`src/buck_regs_consts.vh`:
```
`ifndef BUCK_REGS_CONSTS_VH
`define BUCK_REGS_CONSTS_VH
`define ADDR_RUN_VOLTAGE 8'h35
`define ADDR_STANDBY_VOLTAGE 8'h36
`define ADDR_SLEEP_VOLTAGE 8'h37
`define ADDR_MODE_SELECT 8'h38
`define ADDR_CONFIG 8'h39
`define VCODE_MSB 5
`define VCODE_RESET 6'h00
`define RANGE_BIT 6
`define MODE_MSB 3
`define MODE_RESET 4'h0
`define KEEP_ALIVE_BIT 5
`define ILIM_BIT 0
`define FREQ_LSB 2
`define PHASE_LSB 4
`define SLEW_LSB 6
`define CONFIG_RESET 8'h00
`define PSTATE_RUN 2'h0
`define PSTATE_STANDBY 2'h1
`define PSTATE_SLEEP 2'h2
`endif

```
`src/buck_converter_control_regs.v`:
```
// Functional notes
// - The five converter registers sit at consecutive addresses 0x35 to 0x39.
// - Run-voltage bits 5:0 are a read-write code, reset zero, used in normal operation.
// - Run-voltage bit 6 is read-only range, loaded only from one-time or trial setup.
// - Standby-voltage bits 5:0 are a read-write code, reset zero, used in standby.
// - Standby-voltage bit 6 reads back the range bit loaded at configuration.
// - Sleep-voltage bits 5:0 are a read-write code, reset zero, used in sleep.
// - Sleep-voltage bit 6 reads back the range bit loaded at configuration.
// - Mode register bits 3:0 are the read-write switching mode field.
// - Mode bit 5, reset zero, keeps the converter in pulse-frequency mode during sleep.
// - Config bit 0, reset zero, picks the low current limit when set.
// - Config bits 3:2 are the read-write switching frequency selector.
// - Config bits 5:4 select the phase clock.
// - Config bits 7:6 select the voltage scaling step speed.
`include "buck_regs_consts.vh"
`default_nettype none
module buck_converter_control_regs (
    input wire core_clk,
    input wire rst_n,
    input wire [7:0] regAddr,
    input wire [7:0] regWriteData,
    input wire regWriteStrobe,
    input wire regReadStrobe,
    input wire rangeLoadStrobe,
    input wire rangeLoadValue,
    input wire [1:0] powerState,
    output reg [7:0] regReadData,
    output reg regHit,
    output reg [5:0] activeVoltageCode,
    output reg voltageRange,
    output reg converterEnable,
    output reg [3:0] switchingMode,
    output reg forcePfm,
    output reg currentLimitLow,
    output reg [1:0] switchFreqSelect,
    output reg [1:0] phaseClockSelect,
    output reg [1:0] voltageSlewSpeed
);
    reg [5:0] runVoltageCode;
    reg [5:0] standbyVoltageCode;
    reg [5:0] sleepVoltageCode;
    reg [3:0] switchingModeField;
    reg sleepKeepAlive;
    reg [7:0] converterConfig;
    reg rangeBit;
    reg [7:0] next_readData;

    // address decode used by both the write path and the regHit flag; the read mux cases on regAddr itself
    function inRange;
        input [7:0] a;
        begin
            inRange = (a >= `ADDR_RUN_VOLTAGE) && (a <= `ADDR_CONFIG);
        end
    endfunction

    // one decoder feeds every write enable so a stray address cannot reach two registers
    function writeHits;
        input strobe;
        input [7:0] a;
        input [7:0] target;
        begin
            writeHits = strobe && inRange(a) && (a == target);
        end
    endfunction

    always @(posedge core_clk) begin
        if (!rst_n) begin
            runVoltageCode <= `VCODE_RESET;
        end else if (writeHits(regWriteStrobe, regAddr, `ADDR_RUN_VOLTAGE)) begin
            runVoltageCode <= regWriteData[`VCODE_MSB:0];
        end
    end

    always @(posedge core_clk) begin
        if (!rst_n) begin
            standbyVoltageCode <= `VCODE_RESET;
        end else if (writeHits(regWriteStrobe, regAddr, `ADDR_STANDBY_VOLTAGE)) begin
            standbyVoltageCode <= regWriteData[`VCODE_MSB:0];
        end
    end

    always @(posedge core_clk) begin
        if (!rst_n) begin
            sleepVoltageCode <= `VCODE_RESET;
        end else if (writeHits(regWriteStrobe, regAddr, `ADDR_SLEEP_VOLTAGE)) begin
            sleepVoltageCode <= regWriteData[`VCODE_MSB:0];
        end
    end

    // bits 4, 6 and 7 of the mode byte are dropped here, so they read back zero
    always @(posedge core_clk) begin
        if (!rst_n) begin
            switchingModeField <= `MODE_RESET;
            sleepKeepAlive <= 1'b0;
        end else if (writeHits(regWriteStrobe, regAddr, `ADDR_MODE_SELECT)) begin
            switchingModeField <= regWriteData[`MODE_MSB:0];
            sleepKeepAlive <= regWriteData[`KEEP_ALIVE_BIT];
        end
    end

    // bit 1 is kept as plain storage; nothing downstream reads it
    always @(posedge core_clk) begin
        if (!rst_n) begin
            converterConfig <= `CONFIG_RESET;
        end else if (writeHits(regWriteStrobe, regAddr, `ADDR_CONFIG)) begin
            converterConfig <= regWriteData;
        end
    end

    // range is never host-writable; only the configuration load touches it
    always @(posedge core_clk) begin
        if (!rst_n) begin
            rangeBit <= 1'b0;
        end else if (rangeLoadStrobe) begin
            rangeBit <= rangeLoadValue;
        end
    end

    always @* begin
        case (regAddr)
            `ADDR_RUN_VOLTAGE: next_readData = {1'b0, rangeBit, runVoltageCode};
            `ADDR_STANDBY_VOLTAGE: next_readData = {1'b0, rangeBit, standbyVoltageCode};
            `ADDR_SLEEP_VOLTAGE: next_readData = {1'b0, rangeBit, sleepVoltageCode};
            `ADDR_MODE_SELECT: next_readData = {2'b00, sleepKeepAlive, 1'b0, switchingModeField};
            `ADDR_CONFIG: next_readData = converterConfig;
            default: next_readData = 8'h00;
        endcase
    end

    // read data holds between reads so a slow engine can fetch it late
    always @(posedge core_clk) begin
        if (!rst_n) begin
            regReadData <= 8'h00;
        end else if (regReadStrobe) begin
            regReadData <= next_readData;
        end
    end

    always @(posedge core_clk) begin
        if (!rst_n) begin
            regHit <= 1'b0;
        end else begin
            regHit <= (regReadStrobe || regWriteStrobe) && inRange(regAddr);
        end
    end

    always @(posedge core_clk) begin
        if (!rst_n) begin
            voltageRange <= 1'b0;
        end else begin
            voltageRange <= rangeBit;
        end
    end

    always @(posedge core_clk) begin
        if (!rst_n) begin
            switchingMode <= `MODE_RESET;
        end else begin
            switchingMode <= switchingModeField;
        end
    end

    always @(posedge core_clk) begin
        if (!rst_n) begin
            currentLimitLow <= 1'b0;
        end else begin
            currentLimitLow <= converterConfig[`ILIM_BIT];
        end
    end

    always @(posedge core_clk) begin
        if (!rst_n) begin
            switchFreqSelect <= 2'b00;
        end else begin
            switchFreqSelect <= converterConfig[`FREQ_LSB+1:`FREQ_LSB];
        end
    end

    always @(posedge core_clk) begin
        if (!rst_n) begin
            phaseClockSelect <= 2'b00;
        end else begin
            phaseClockSelect <= converterConfig[`PHASE_LSB+1:`PHASE_LSB];
        end
    end

    always @(posedge core_clk) begin
        if (!rst_n) begin
            voltageSlewSpeed <= 2'b00;
        end else begin
            voltageSlewSpeed <= converterConfig[`SLEW_LSB+1:`SLEW_LSB];
        end
    end

    reg [5:0] next_activeVoltageCode;
    reg next_converterEnable;
    reg next_forcePfm;

    // state 3 is not used by the sequencer; treating it as run keeps the rail up
    always @* begin
        next_activeVoltageCode = runVoltageCode;
        next_converterEnable = 1'b1;
        next_forcePfm = 1'b0;
        case (powerState)
            `PSTATE_STANDBY: begin
                next_activeVoltageCode = standbyVoltageCode;
            end
            `PSTATE_SLEEP: begin
                next_activeVoltageCode = sleepVoltageCode;
                next_converterEnable = sleepKeepAlive;
                next_forcePfm = sleepKeepAlive;
            end
            default: begin
                next_activeVoltageCode = runVoltageCode;
            end
        endcase
    end

    always @(posedge core_clk) begin
        if (!rst_n) begin
            activeVoltageCode <= `VCODE_RESET;
            converterEnable <= 1'b0;
            forcePfm <= 1'b0;
        end else begin
            activeVoltageCode <= next_activeVoltageCode;
            converterEnable <= next_converterEnable;
            forcePfm <= next_forcePfm;
        end
    end
endmodule // buck_converter_control_regs
`default_nettype wire

```
`config.mk`:
```
export PLATFORM = sky130hd
export DESIGN_NAME = buck_converter_control_regs
export DESIGN_NICKNAME = d
export VERILOG_FILES = /design/src/buck_converter_control_regs.v
export VERILOG_INCLUDE_DIRS = /design/src
export SDC_FILE = /design/constraint.sdc
export NUM_CORES = 1
export LEC_CHECK = 0
export BUFFER_PORTS_ARGS = -buffer_cell sky130_fd_sc_hd__buf_2
export CELL_PAD_IN_SITES_DETAIL_PLACEMENT = 1
export CELL_PAD_IN_SITES_GLOBAL_PLACEMENT = 2
export CORE_ASPECT_RATIO = 2
export CORE_MARGIN = 2
export CORE_UTILIZATION = 35
export DETAILED_ROUTE_END_ITERATION = 8
export PLACE_DENSITY_LB_ADDON = 0.1
export SYNTH_ARGS = -nofsm -noshare
export SYNTH_HDL_FRONTEND = slang
export SYNTH_SLANG_ARGS = --single-unit
```
`constraint.sdc`:
```
create_clock -name core_clk -period 4.44 [get_ports core_clk]
set_input_delay 0.888 -clock core_clk [delete_from_list [all_inputs] [get_ports core_clk]]
set_output_delay 0.888 -clock core_clk [all_outputs]
set_load 0.05 [all_outputs]
```
==> results.txt <==
Critical path class: in -> reg. The tools report the core box area as 6890 um^2. Critical path arrival: 2370 ps.

For the number of instances resized during post-cts repair, the log shows 0. Buffers added to address setup during post-CTS repair amount to 0. For the number of antenna repair diodes, the log shows 0.

Across all layers, the routed design uses 2113 vias. The count of buffering cells on the critical path with inverters included was 1. The run gives 5030 um as the detailed placement HPWL. The number of enable flip-flop cells after synthesis came out at 0.

Between clock sinks in the finished design, the worst skew comes to 4.72 ps. For the total net switching power, the log shows 315 uW. A synthesized cell averages 9.26 um^2.

The share of total power consumed by net switching was 0.238. The multiplexer share of the synthesized area is 0.0721, and the highest fanout seen on the critical path is 16. The overall die area is 7770 um^2. The number of global-route vias before repair was 2143; the number of input and output port buffers inserted was 52. The tree built by TritonCTS fans out to 61 sinks. After global routing the overflow that remains totals 0. The number of antenna violations at the first check in global routing was 0; the area fraction in compound gates after synthesis was 0.151. The run gives 53 as the count of pins on the block boundary.

The share of layout cells above drive strength 1 is 0.256. From synthesis to final layout, the design area changed by 23.6%. Setup violations remaining at the end of the flow were counted as 0. In this run the power density over the cells is 434 nW/um^2. Internal power summed over all cells: 1010 uW.

The dominant combinational cell family by area after synthesis was simple AND/OR/NAND/NOR gates. After detailed routing, the number of vias per cell comes to 5.20. The number of pins with negative max-slew slack in the final report is 0, and the instance count after placement with tap cells included is 390. During synthesis, Yosys emitted a total of 0 warnings. The post-synthesis adder-cell area fraction came out at 0.0102.

The number of detailed-route iterations in the first pass is 4, and the initial core utilization is 0.358. The floorplan step set the die height to 123 um. After detailed routing, the number of remaining DRC violations is 0. The xor/xnor cell area share of the yosys netlist is 0, and the final number of hold-violating endpoints is 0. The path class of the tightest hold or removal check is reg -> reg.

The count of nets after finishing was 337; the async set or reset register ratio after synthesis was 0. The headroom to the max-slew limit is 0.629, and the peak supply drop is 0.303 mV. The total placed instance area was 2750 um^2; the final critical delay including setup and external delays was 2180 ps. Width of the chip: 63.3 um.

The flow ran to the end, and the final reports show no timing, DRC or antenna violations. The clock root buffer is clkbuf_16. The number of placement rows is 43.

The largest net degree at the start of global routing was 44. The layout has 829 filler cells. Number of synthesized register bits: 61.

Static timing analysis puts the maximum clock frequency at 0.459 GHz. The net count of the mapped netlist was 292. In the synthesized netlist the dominant register cell turns out to be dfxtp_1. For the clock insertion delay at the later pin of the skew report, the log shows 330 ps. For the setup TNS after final layout, the log shows 0 ps. STA classifies the critical path endpoint as a flip-flop. The run gives 0.496 as the register area share after synthesis.

The power share of the sequential group was 0.419; the per-cell routed wire length was 17.1 um. For this design, the CTS-stage hold fixing added 0 buffers. In the synthesized netlist, the number of instances is 266. The period utilization is 0.491, and the placer's final routability congestion estimate is 0.754. The logs give 0.523 for the part of the power in the clock network and 6940 um for the total wire length. The critical path's largest stage delay works out to 490 ps.

The count of cells in the finished layout, fillers not included, comes to 406. After routing the design area is 3040 um^2. The worst setup path is launched from a primary input. Traced cell by cell, the critical path runs through buf_2, and2b_1, nand4_1, nand3_1, o21ai_0. TritonCTS built the clock tree. The cell family with the largest share of critical-path delay was simple AND/OR/NAND/NOR gates.

The simple-gate share of the synthesized area works out to 0.222. The cell area that synthesis handed to floorplanning was 2460 um^2. The analysis attributes to cell leakage a power of 0.00129 uW. The run gives 0.058 as the portion of total power attributed to combinational logic.

The run gives 0 as the number of nets still failing antenna checks after routing. Buffers inserted during clock tree synthesis total 9. The tool flagged a number of max-cap violations equal to 0.

In the layout the commonest cells are 61 x dfxtp_1, 52 x buf_2, 26 x nand3_1, 26 x nor2_1, 21 x o21ai_0. The logs give 0.195 for the overall global routing resource usage and 2 for the number of buffers between clock root and the deepest sink. The H-tree was split into 3 levels.

The synthesized netlist contains 39 unique library cells. After clock tree synthesis, the clock-pin slew on the worst setup and hold paths is 50 ps. The critical path required time is 4630 ps.

The number of DRC violations after detailed-routing iteration 0 is 123, and the global-route wire length before repair is 11100 um. The slowest stage of the critical path belongs to the cell nand4_1. Setup repair after global routing left no endpoint under its margin.

For the pin with the worst max-slew slack, the measured transition is 554 ps. The leading cell type in the layout, fill and taps excluded was dfxtp_1.
==> power by group through the flow <==
stage               Clock [uW]  Combinational (uW)  Sequential (uW)
global route               737                82.9              554
finish                     691                76.8              554
detailed placement           0                77.7              566
CTS                        709                77.7              554
floorplan                    0                37.2              577
global placement             0                76.7              566
==> synthesized netlist by cell type, drive strengths merged, types with 3 or more instances <==
library cell / instances / area [um^2]
o21ai: 21 / 105
inv: 3 / 11.3
dfxtp: 61 / 1220
mux2: 6 / 67.6
nand2b: 3 / 18.8
nor2b: 4 / 25.0
a222oi: 3 / 30.0
buf: 5 / 50.0
clkbuf: 15 / 56.3
a31oi: 5 / 31.3
nand2: 13 / 48.8
nand4: 5 / 37.5
a22o: 4 / 35.0
a211oi: 3 / 22.5
nor3: 3 / 15.0
nand3: 26 / 130
mux2i: 11 / 110
nor2: 27 / 109
a21oi: 13 / 65.1
and2: 13 / 81.3
and3: 3 / 25.0
a22oi: 7 / 52.6
==> path summary, 6_finish.rpt <==
kind              slack (ps)             startpoint                     to  cells after the start
setup / recovery        2260             regAddr[1]  standbyVoltageCode[5]                      5
setup reg to reg        3080    sleepVoltageCode[0]         regReadData[0]                      4
hold reg to reg          470  switchingModeField[0]  switchingModeField[0]                      2
hold / removal           470  switchingModeField[0]  switchingModeField[0]                      2
==> layout make-up <==
class                      instances  area (um^2)  area share
sequential                        61         1220       0.401
multi-input combinational        181         1120       0.368
timing repair buffer              54          275      0.0904
clock buffer                       9          225      0.0740
tap                               90          113      0.0370
clock inverter                     7         73.8      0.0242
inverter                           4         15.0     0.00493
==> layer usage <==
layer | up-vias | share of wire | track usage
li1 | 1036 | - | -
met1 | 1020 | 0.38 | 0.204
met2 | 46 | 0.55 | 0.349
met3 | 11 | 0.040 | 0.0568
met4 | 0 | 0.026 | 0.0978
met5 | - | 0 | 0
==> kinds of logic (layout without fill, tap and decap cells) <==
group / Yosys count / in the layout
simple gates: 103 / 103
flops: 61 / 61
compound gates: 59 / 59
buf+inv: 24 / 74
mux: 17 / 17
fa+ha+maj: 2 / 2
==> state kept, by name (all words and copies together) (netlist names) <==
signal and count:
activeVoltageCode 6, rangeBit 1, runVoltageCode 6, sleepVoltageCode 6, currentLimitLow 1, converterConfig 8, switchingMode 4, standbyVoltageCode 6
switchFreqSelect 2, converterEnable 1, voltageSlewSpeed 2, voltageRange 1, forcePfm 1, phaseClockSelect 2, switchingModeField 4, regHit 1
sleepKeepAlive 1, regReadData 8
==> through the flow <==
step | utilization | total power [uW] | hold slack, ps | worst slack (ps)
floorplan | - | 614 | 440 | 2430
global placement | 0.399 | 642 | 453 | 2010
detailed placement | 0.399 | 643 | 463 | 1960
CTS | 0.442 | 1340 | 470 | 2270
global route | 0.442 | 1370 | 494 | 2110
finish | 0.442 | 1320 | 471 | 2260
==> tightest hold or removal path, delay by kind of cell (launching register included) <==
family / cells / cell delay [ps]
AND/OR/NAND/NOR: 1 / 60
AO/OA/AOI/OAI: 1 / 50
flip-flops: 1 / 320
No activity file was read; power rests on OpenSTA's default activity.
